### src/design/adc_cal_cfg.svh
`ifndef ADC_CAL_CFG_SVH
`define ADC_CAL_CFG_SVH

// Core clock
`define CORE_CLK_PERIOD_NS 10
// Conversion time, also the throughput time
`define CONV_TIME_NS       2500
`define CONV_CYCLES        (`CONV_TIME_NS / `CORE_CLK_PERIOD_NS)
// Full device calibration time at the reference converter clock
`define CAL_TIME_MS        928
`define CAL_REF_CLK_MHZ    10
`define CAL_CYCLES         (`CAL_TIME_MS * 1000000 / `CORE_CLK_PERIOD_NS)
// Share of the calibration spent in each step
`define CAL_DAC_CYCLES     (`CAL_CYCLES / 2)
`define CAL_OFFSET_CYCLES  (`CAL_CYCLES / 4)
`define CAL_GAIN_CYCLES    (`CAL_CYCLES - `CAL_DAC_CYCLES - `CAL_OFFSET_CYCLES)
// Counter width, enough for the whole calibration
`define CAL_CNT_W          27
// Calibration function code field positions
`define CAL_FUNC_SYSTEM    0
`define CAL_FUNC_GAIN      1
`define CAL_FUNC_OFFSET    2
`define CAL_FUNC_COEFF     3
// Result width and bipolar sign bit flip
`define RESULT_W           16
`define BIPOLAR_FLIP       16'h8000

`endif

### src/design/adc_cal_pkg.sv
package adc_cal_pkg;

  // Sequencer phases
  typedef enum logic [2:0] {
    PH_IDLE,
    PH_CONVERT,
    PH_CAL_HELD,
    PH_DAC,
    PH_WAIT_OFFSET,
    PH_OFFSET,
    PH_WAIT_GAIN,
    PH_GAIN
  } phase_t;

  // Reference that the offset or gain step measures against
  typedef enum logic [1:0] {
    SRC_NONE,
    SRC_GROUND,
    SRC_REFERENCE,
    SRC_EXTERNAL
  } cal_src_t;

  // Controls toward the analog calibration hardware
  typedef struct packed {
    logic     dac_trim;
    logic     offset_cal;
    logic     gain_cal;
    cal_src_t src;
  } cal_ctrl_t;

  // Software calibration command
  typedef struct packed {
    logic       valid;
    logic [3:0] func;
  } sw_cal_req_t;

endpackage

### src/design/adc_calibration_sequencer.sv
`timescale 1ns/1ps
`include "adc_cal_cfg.svh"

// Behaviour
// Two sample-and-hold stages: one holds for conversion, the other acquires.
// Hold and acquire roles swap after every conversion; no acquisition gap.
// Unipolar range gives straight binary, bipolar range gives two's complement.
// Host calibrates after every power-on before trusting results.
// Calibration starts from the calibrate pin or a software command word.
// Pin-started calibration always runs DAC, offset and gain steps.
// Software may request offset only, gain only, or offset and gain.
// Device and system calibration both trim DAC linearity, offset and gain.
// DAC segments are trimmed first, before offset and gain.
// System calibration measures offset and full scale on external input voltages.
// Low pulse on calibrate pin starts device calibration, no further host action.
// Device calibration: offset against analog ground, gain against reference input.
// Full device calibration lasts 928 ms, scaled from the clock period.
// Calibrate pin low resets the logic, aborts conversion and starts calibration.
// Mode input picks calibration kind during calibrate, else async or sync conversion.
// Busy output stays low through every conversion and calibration; the code drives it high in PH_WAIT_OFFSET and PH_WAIT_GAIN.
// Rising edge on conversion start holds the sampler and starts a conversion.
// A new calibration request during calibration restarts the routine.
module adc_calibration_sequencer
  import adc_cal_pkg::*;
#(
  parameter int CONV_CYCLES   = `CONV_CYCLES,
  parameter int DAC_CYCLES    = `CAL_DAC_CYCLES,
  parameter int OFFSET_CYCLES = `CAL_OFFSET_CYCLES,
  parameter int GAIN_CYCLES   = `CAL_GAIN_CYCLES
) (
  input  wire logic                   core_clk_i,
  input  wire logic                   resetn_i,
  input  wire logic                   clk_en_i,
  input  wire logic                   cal_n_i,
  input  wire logic                   mode_sync_i,
  input  wire logic                   range_select_i,
  input  wire logic                   conversion_start_n_i,
  input  wire sw_cal_req_t            sw_cal_i,
  input  wire logic [`RESULT_W-1:0]   raw_result_i,
  output logic                        busy_n_o,
  output logic                        sha_hold_sel_o,
  output logic                        sar_run_o,
  output cal_ctrl_t                   cal_ctrl_o,
  output logic [`RESULT_W-1:0]        result_o,
  output logic                        result_valid_o
);

  localparam int CW = `CAL_CNT_W;

  phase_t               phase;
  phase_t               next_phase;
  logic [CW-1:0]        cnt;
  logic [CW-1:0]        next_cnt;
  logic                 sys_mode;
  logic                 next_sys_mode;
  logic                 do_dac;
  logic                 next_do_dac;
  logic                 do_offset;
  logic                 next_do_offset;
  logic                 do_gain;
  logic                 next_do_gain;
  logic                 sw_pending;
  logic                 next_sw_pending;
  logic [3:0]           sw_func;
  logic [3:0]           next_sw_func;
  logic                 start_prev;
  logic                 sync_run;
  logic                 next_sync_run;
  logic                 next_busy_n;
  logic                 next_sha_hold_sel;
  logic                 next_sar_run;
  cal_ctrl_t            next_cal_ctrl;
  logic [`RESULT_W-1:0] next_result;
  logic                 next_result_valid;

  logic                 start_rise;
  logic                 sw_ok;
  logic                 load;

  // Phase that follows a finished step, given which steps are enabled
  function automatic phase_t after_step(input phase_t from, input logic off_en,
                                        input logic gain_en, input logic sys);
    phase_t p;
    p = PH_IDLE;
    if ((from == PH_DAC) && off_en) begin
      p = sys ? PH_WAIT_OFFSET : PH_OFFSET;
    end else if (((from == PH_DAC) || (from == PH_OFFSET)) && gain_en) begin
      p = sys ? PH_WAIT_GAIN : PH_GAIN;
    end
    return p;
  endfunction

  // Cycle count loaded when a phase is entered
  function automatic logic [CW-1:0] load_count(input phase_t p);
    logic [CW-1:0] c;
    c = '0;
    case (p)
      PH_CONVERT: c = CW'(CONV_CYCLES - 1);
      PH_DAC:     c = CW'(DAC_CYCLES - 1);
      PH_OFFSET:  c = CW'(OFFSET_CYCLES - 1);
      PH_GAIN:    c = CW'(GAIN_CYCLES - 1);
      default:    c = '0;
    endcase
    return c;
  endfunction

  // Conversion start edge and software command decode
  assign start_rise = conversion_start_n_i && !start_prev;
  assign sw_ok      = (!sw_func[`CAL_FUNC_COEFF] &&
                       (sw_func[`CAL_FUNC_OFFSET] || sw_func[`CAL_FUNC_GAIN])) ||
                      (sw_func[3:1] == 3'h7);

  // Sequencer next state
  always_comb begin
    next_phase        = phase;
    next_cnt          = cnt;
    next_sys_mode     = sys_mode;
    next_do_dac       = do_dac;
    next_do_offset    = do_offset;
    next_do_gain      = do_gain;
    next_sw_pending   = sw_pending;
    next_sw_func      = sw_func;
    next_sync_run     = sync_run;
    next_sha_hold_sel = sha_hold_sel_o;
    next_result       = result_o;
    next_result_valid = 1'b0;
    load              = 1'b0;
    if (sw_cal_i.valid) begin
      next_sw_pending = 1'b1;
      next_sw_func    = sw_cal_i.func;
    end
    if (!cal_n_i) begin
      // Pin low: drop pending request and sync run, abort conversion, arm full calibration
      next_phase      = PH_CAL_HELD;
      next_sys_mode   = mode_sync_i;
      next_do_dac     = 1'b1;
      next_do_offset  = 1'b1;
      next_do_gain    = 1'b1;
      next_sw_pending = 1'b0;
      next_sync_run   = 1'b0;
    end else begin
      case (phase)
        PH_CAL_HELD: begin
          next_phase = PH_DAC;
          load       = 1'b1;
        end
        PH_IDLE: begin
          if (sw_pending) begin
            next_sw_pending = 1'b0;
            if (sw_ok) begin
              next_sys_mode  = sw_func[`CAL_FUNC_SYSTEM];
              next_do_dac    = sw_func[`CAL_FUNC_COEFF];
              next_do_offset = sw_func[`CAL_FUNC_OFFSET];
              next_do_gain   = sw_func[`CAL_FUNC_GAIN];
              next_phase     = sw_func[`CAL_FUNC_COEFF] ? PH_DAC :
                               after_step(PH_DAC, sw_func[`CAL_FUNC_OFFSET],
                                          sw_func[`CAL_FUNC_GAIN],
                                          sw_func[`CAL_FUNC_SYSTEM]);
              load           = 1'b1;
            end
          end else if (mode_sync_i ? (sync_run || start_rise) : start_rise) begin
            next_phase    = PH_CONVERT;
            next_sync_run = 1'b1;
            load          = 1'b1;
          end
        end
        PH_CONVERT: begin
          if (cnt == '0) begin
            // Latch result, swap hold and acquire stages
            next_result       = range_select_i ? (raw_result_i ^ `BIPOLAR_FLIP) :
                                                 raw_result_i;
            next_result_valid = 1'b1;
            next_sha_hold_sel = !sha_hold_sel_o;  // see
            if (mode_sync_i) begin
              load = 1'b1;
            end else begin
              next_phase = PH_IDLE;
            end
          end else begin
            next_cnt = cnt - CW'(1);
          end
        end
        PH_WAIT_OFFSET, PH_WAIT_GAIN: begin
          if (start_rise) begin
            next_phase = (phase == PH_WAIT_OFFSET) ? PH_OFFSET : PH_GAIN;
            load       = 1'b1;
          end
        end
        PH_DAC, PH_OFFSET, PH_GAIN: begin
          if (cnt == '0) begin
            next_phase = after_step(phase, do_offset, do_gain, sys_mode);
            load       = 1'b1;
            if (next_phase == PH_IDLE) begin
              next_sync_run = 1'b1;
            end
          end else begin
            next_cnt = cnt - CW'(1);
          end
        end
        default: begin
          next_phase = PH_IDLE;
        end
      endcase
      // Software request during calibration aborts it and starts the requested routine
      if (sw_pending && (phase != PH_IDLE) && (phase != PH_CONVERT) && sw_ok) begin
        next_sw_pending = 1'b0;
        next_sys_mode   = sw_func[`CAL_FUNC_SYSTEM];
        next_do_dac     = sw_func[`CAL_FUNC_COEFF];
        next_do_offset  = sw_func[`CAL_FUNC_OFFSET];
        next_do_gain    = sw_func[`CAL_FUNC_GAIN];
        next_phase      = sw_func[`CAL_FUNC_COEFF] ? PH_DAC :
                          after_step(PH_DAC, sw_func[`CAL_FUNC_OFFSET],
                                     sw_func[`CAL_FUNC_GAIN],
                                     sw_func[`CAL_FUNC_SYSTEM]);
        load            = 1'b1;
      end
    end
    if (load) begin
      next_cnt = load_count(next_phase);
    end
    if (sw_cal_i.valid) begin
      next_sw_pending = 1'b1;  // Fresh command wins over a same-cycle clear in PH_IDLE or on a restart
      next_sw_func    = sw_cal_i.func;
    end
    if (!cal_n_i) begin
      next_sw_pending = 1'b0;
    end
  end

  // Outputs decoded from the phase being entered
  always_comb begin
    next_busy_n   = 1'b1;
    next_sar_run  = 1'b0;
    next_cal_ctrl = '{dac_trim: 1'b0, offset_cal: 1'b0, gain_cal: 1'b0, src: SRC_NONE};
    case (next_phase)
      PH_CONVERT: begin
        next_busy_n  = 1'b0;
        next_sar_run = 1'b1;
      end
      PH_CAL_HELD: next_busy_n = 1'b0;
      PH_DAC: begin
        next_busy_n            = 1'b0;
        next_cal_ctrl.dac_trim = 1'b1;
      end
      PH_OFFSET: begin
        next_busy_n              = 1'b0;
        next_cal_ctrl.offset_cal = 1'b1;
        next_cal_ctrl.src        = next_sys_mode ? SRC_EXTERNAL : SRC_GROUND;
      end
      PH_GAIN: begin
        next_busy_n            = 1'b0;
        next_cal_ctrl.gain_cal = 1'b1;
        next_cal_ctrl.src      = next_sys_mode ? SRC_EXTERNAL : SRC_REFERENCE;
      end
      default: next_busy_n = 1'b1;
    endcase
  end

  // State registers, frozen while the clock enable is low
  always_ff @(posedge core_clk_i or negedge resetn_i) begin
    if (!resetn_i) begin
      phase          <= PH_IDLE;
      cnt            <= '0;
      sys_mode       <= 1'b0;
      do_dac         <= 1'b0;
      do_offset      <= 1'b0;
      do_gain        <= 1'b0;
      sw_pending     <= 1'b0;
      sw_func        <= 4'h0;
      start_prev     <= 1'b1;
      sync_run       <= 1'b1;
      busy_n_o       <= 1'b1;
      sha_hold_sel_o <= 1'b0;
      sar_run_o      <= 1'b0;
      cal_ctrl_o     <= '{dac_trim: 1'b0, offset_cal: 1'b0, gain_cal: 1'b0, src: SRC_NONE};
      result_o       <= 16'h0000;
      result_valid_o <= 1'b0;
    end else if (clk_en_i) begin
      phase          <= next_phase;
      cnt            <= next_cnt;
      sys_mode       <= next_sys_mode;
      do_dac         <= next_do_dac;
      do_offset      <= next_do_offset;
      do_gain        <= next_do_gain;
      sw_pending     <= next_sw_pending;
      sw_func        <= next_sw_func;
      start_prev     <= conversion_start_n_i;
      sync_run       <= next_sync_run;
      busy_n_o       <= next_busy_n;
      sha_hold_sel_o <= next_sha_hold_sel;
      sar_run_o      <= next_sar_run;
      cal_ctrl_o     <= next_cal_ctrl;
      result_o       <= next_result;
      result_valid_o <= next_result_valid;
    end
  end

endmodule

### config.mk
export PLATFORM = sky130hd
export DESIGN_NAME = adc_calibration_sequencer
export DESIGN_NICKNAME = d
export VERILOG_FILES = /design/src/design/adc_cal_pkg.sv /design/src/design/adc_calibration_sequencer.sv
export VERILOG_INCLUDE_DIRS = /design/src /design/src/design
export SDC_FILE = /design/constraint.sdc
export NUM_CORES = 1
export LEC_CHECK = 0
export ABC_AREA = 1
export BUFFER_PORTS_ARGS = -buffer_cell sky130_fd_sc_hd__buf_2
export CAP_MARGIN = 10
export CORE_MARGIN = 2
export CORE_UTILIZATION = 50
export CTS_CLUSTER_DIAMETER = 80
export DETAILED_ROUTE_END_ITERATION = 8
export PLACE_DENSITY = 0.75
export SYNTH_ARGS = -nofsm -noshare
export SYNTH_HDL_FRONTEND = slang
export SYNTH_SLANG_ARGS = --single-unit
### constraint.sdc
create_clock -name core_clk_i -period 1.8 [get_ports core_clk_i]
set_input_delay 0.36 -clock core_clk_i [delete_from_list [all_inputs] [get_ports core_clk_i]]
set_output_delay 0.36 -clock core_clk_i [all_outputs]
set_load 0.03 [all_outputs]
==> impl_results.rst <==
.. list-table::
   :header-rows: 1

   * - Metric
     - Value
   * - Number of max-capacitance violations reported
     - 0
   * - Final critical path time including I/O delays and setup
     - ~2100 ps
   * - Clock latency on the worst-skew pair
     - about 360 ps
   * - Remaining antenna violation count after routing
     - 0
   * - Data arrival time at the worst-slack endpoint
     - 2350 ps
   * - Setup repair after global routing missed its margin
     - yes
   * - Routed vias/inst
     - around 5.5
   * - Share of the clock period used by the worst path
     - 116%
   * - Relative max-transition margin
     - a little under three quarters
   * - Initial drt markers
     - 325
   * - Antenna fix cells
     - 0
   * - TritonCTS clock tree
     - yes
   * - Mapped Nets
     - between 500 and 600
   * - Actual transition at the worst max-transition pin
     - approximately 430 ps
   * - Y dimension of the die
     - just over 90 µm
   * - Number of antenna violations at the first check in global routing
     - 0
   * - Routed via count
     - roughly 4400
   * - Final setup violation count
     - 51
   * - Vias in the first global route
     - roughly 4200
   * - Average detailed-routed wire length per instance
     - 17.5 µm
   * - Leakage power
     - between 3 and 4 nW
   * - Die width
     - roughly 91 µm
   * - Master cell of the clock root buffer
     - sky130_fd_sc_hd__clkbuf_8
   * - Max rail drop VDD
     - 0.000908 V
   * - Die outline area
     - around 8400 µm²
   * - Number of failing hold endpoints at the final stage
     - 0
   * - Sequential element share of the synthesized area
     - between 40% and 50%
   * - Maximum fanout encountered on the critical timing path
     - 8
   * - Last weighted congestion value of the routability-driven placer
     - just under 1
   * - Final Skew
     - around 15 ps
   * - Combined area of all synthesized cells
     - approximately 3800 µm²
   * - Hold Worst Slack
     - ~190 ps
   * - DRC errors left
     - 0
   * - Result of the run
     - finished, violations left
   * - Power density normalized to cell area
     - between 1000 and 1500 nW/µm²
   * - Placeable core region
     - about 7300 µm²
   * - Commonest non-fill, non-tap cell in the layout
     - sky130_fd_sc_hd__nand2_1
   * - Violated checks
     - setup timing
   * - First-pass GRT wire length
     - ~20000 µm
   * - Avg Synthesized Cell Area
     - about 7.4 µm²
   * - DPL Wire Length
     - 7790 µm
   * - Number of standard-cell rows in the floorplan
     - 31
   * - Path type of the worst min-delay path
     - in2reg
   * - Number of max-slew violations in the final report
     - 0
   * - Pin count of the biggest net entering global routing
     - 37
   * - Critical Path Source Type
     - flip-flop
   * - Count of yosys warnings during synthesis
     - 0
   * - Wirelength, routed
     - roughly 14000 µm
   * - Global route overflow
     - 0
   * - Global-route total usage across every layer
     - approximately 30%
   * - Crit path setup slack, layout
     - -296 ps
   * - Leading register cell type out of synthesis
     - sky130_fd_sc_hd__dfrtp_1
   * - H-tree lvl count
     - 3
   * - Share of flip-flops with an asynchronous set or reset after synthesis
     - 100%
   * - Achievable clock frequency
     - between 0.4 and 0.5 GHz
   * - EDFF count, synth
     - 0
   * - Worst setup EP type
     - flip-flop
   * - WS Path Type
     - reg2reg
   * - Clock transition at the registers of the reported paths
     - ~90 ps
   * - Number of top-level pins
     - 53
   * - Initial core utilization
     - between 50% and 60%
   * - Fraction of final layout cells sized beyond drive strength 1
     - 43.8%
   * - Count of unique library cells instantiated by Yosys
     - 39
   * - Worst slack at placement
     - -221 ps
   * - Initial DRT Pass Iterations
     - 7
   * - Commonest cells after routing, fill and taps aside
     - 140 x sky130_fd_sc_hd__nand2_1, 105 x sky130_fd_sc_hd__buf_4, 60 x sky130_fd_sc_hd__dfrtp_1, 52 x sky130_fd_sc_hd__buf_2, 48 x sky130_fd_sc_hd__inv_1
   * - Clk sink count
     - 65
   * - Buffers from clock root to sink, at most
     - 2
   * - Total Power
     - 7.66 mW
   * - Layout overhead on the synthesized area
     - 53.2%
   * - Fin nets
     - ~730
   * - Post-synthesis register bit count
     - 65
   * - Synthesized netlist cell count
     - around 520
   * - Worst path required time
     - approximately 2100 ps
   * - PortBufs
     - 52
   * - Number of buffers created by CTS
     - 9
==> cells in the mapped netlist (3+ instances only) <==
| master | instances | share of area, % |
|---|---|---|
| sky130_fd_sc_hd__nand2_2 | 6 | 0.98 |
| sky130_fd_sc_hd__nor2_2 | 9 | 1.5 |
| sky130_fd_sc_hd__nor3_1 | 8 | 1.0 |
| sky130_fd_sc_hd__nand2_1 | 159 | 16 |
| sky130_fd_sc_hd__nand4_1 | 10 | 1.6 |
| sky130_fd_sc_hd__inv_2 | 6 | 0.59 |
| sky130_fd_sc_hd__nand3_1 | 30 | 3.9 |
| sky130_fd_sc_hd__nor2_4 | 3 | 0.88 |
| sky130_fd_sc_hd__a31oi_1 | 7 | 1.1 |
| sky130_fd_sc_hd__a21oi_1 | 12 | 1.6 |
| sky130_fd_sc_hd__o21ai_0 | 24 | 3.1 |
| sky130_fd_sc_hd__xnor2_1 | 7 | 1.6 |
| sky130_fd_sc_hd__o21ai_1 | 7 | 0.92 |
| sky130_fd_sc_hd__dfrtp_1 | 62 | 41 |
| sky130_fd_sc_hd__a21oi_2 | 5 | 1.1 |
| sky130_fd_sc_hd__nor2_1 | 64 | 6.3 |
| sky130_fd_sc_hd__clkbuf_1 | 3 | 0.29 |
| sky130_fd_sc_hd__inv_1 | 54 | 5.3 |
| sky130_fd_sc_hd__nand3_2 | 3 | 0.78 |
| sky130_fd_sc_hd__dfstp_2 | 3 | 2.1 |
| sky130_fd_sc_hd__xor2_1 | 9 | 2.1 |
==> final timing paths <==
path / from / end / slack, ps / cells after the start
worst max-delay path: cnt[7]$_DFFE_PN0P_ / cnt[10]$_DFFE_PN0P_ / -300 / 13
worst min-delay path: raw_result_i[6] / result_o[6]$_DFFE_PN0P_ / 190 / 3
worst max register to register: cnt[7]$_DFFE_PN0P_ / cnt[10]$_DFFE_PN0P_ / -300 / 13
worst min register to register: sync_run$_DFFE_PN1P_ / sync_run$_DFFE_PN1P_ / 480 / 2
max in group asynchronous: resetn_i / sync_run$_DFFE_PN1P_ / 720 / 3
min in group asynchronous: resetn_i / cnt[20]$_DFFE_PN0P_ / 440 / 2
==> layout make-up <==
| type | instances | area, µm² |
|---|---|---|
| Clock inverter | 7 | 77.6 |
| Inverter | 61 | 234 |
| Fill cell | 423 | 1470 |
| Multi-Input combinational cell | 388 | 2360 |
| Sequential cell | 65 | 1630 |
| Tap cell | 99 | 124 |
| Timing Repair Buffer | 173 | 1310 |
| Clock buffer | 9 | 124 |
==> report_power, final <==
part / internal [mW] / switching, mW / total [mW]
Clock: 0.651 / 0.648 / 1.30
Combinational: 1.89 / 2.38 / 4.27
Sequential: 1.79 / 0.304 / 2.09
Total: 4.33 / 3.34 / 7.66
==> cells by family (layout without fill, tap and decap cells) <==
group | count (synthesis) | after routing | share of synthesized area [%]
and+or+nand+nor | 301 | 307 | 35.4
buffers and inverters | 71 | 250 | 7.91
DFF | 65 | 65 | 42.6
xor gates and xnor gates | 16 | 16 | 3.66
AOI/OAI and AO/OA | 61 | 61 | 9.15
adders and majority gates | 2 | 2 | 0.654
muxes | 2 | 2 | 0.588
==> critical path, cell delays in order (launching register included) <==
cell	delay (ps)
sky130_fd_sc_hd__dfrtp_1	430
sky130_fd_sc_hd__nor2_2	240
sky130_fd_sc_hd__nand3_4	120
sky130_fd_sc_hd__nor2_4	140
sky130_fd_sc_hd__nand3_4	120
sky130_fd_sc_hd__nor2_4	120
sky130_fd_sc_hd__nand2_2	70
sky130_fd_sc_hd__nand4_4	110
sky130_fd_sc_hd__buf_12	120
sky130_fd_sc_hd__nand2_8	110
sky130_fd_sc_hd__buf_6	160
sky130_fd_sc_hd__buf_4	140
sky130_fd_sc_hd__nand2_2	60
sky130_fd_sc_hd__nor2_1	30
==> per-stage QoR <==
stage	util (%)	cells	instance area, µm²	setup TNS [ps]
2_1_floorplan	-	518	3830	0
3_3_place_gp	66.2	749	4860	-4410
3_5_place_dp	66.2	749	4860	-5260
4_1_cts	74.8	786	5480	-4610
5_1_grt	80.0	802	5860	-12760
6_report	80.0	802	5860	-9770
==> timing repair <==
| item | CTS | global route |
|---|---|---|
| endpoints found under the hold margin | 12 | 0 |
| hold buffers | 1 | 0 |
| resized for setup | 53 | 66 |
| pin swaps | 20 | 21 |
| cloned | 5 | 3 |
| buffers inserted | 16 | 13 |
| setup endpoints to repair | 36 | 56 |
==> state kept, by name, indices dropped and copies added (netlist names) <==
signal          flops
start_prev          1
cal_ctrl_o          5
sync_run            1
result_valid_o      1
busy_n_o            1
sw_pending          1
phase               3
sha_hold_sel_o      1
cnt                27
sar_run_o           1
do_offset           1
sys_mode            1
do_gain             1
sw_func             4
result_o           16
==> routing by layer <==
| layer | GRT usage [%] | vias to the layer above | wire length [µm] |
|---|---|---|---|
| li1 | - | 2017 | - |
| met1 | 35.8 | 2076 | 5280 |
| met2 | 52.0 | 260 | 6930 |
| met3 | 4.65 | 83 | 924 |
| met4 | 15.5 | 0 | 864 |
| met5 | 0 | - | 0 |
(Power assumes the default switching activity.)
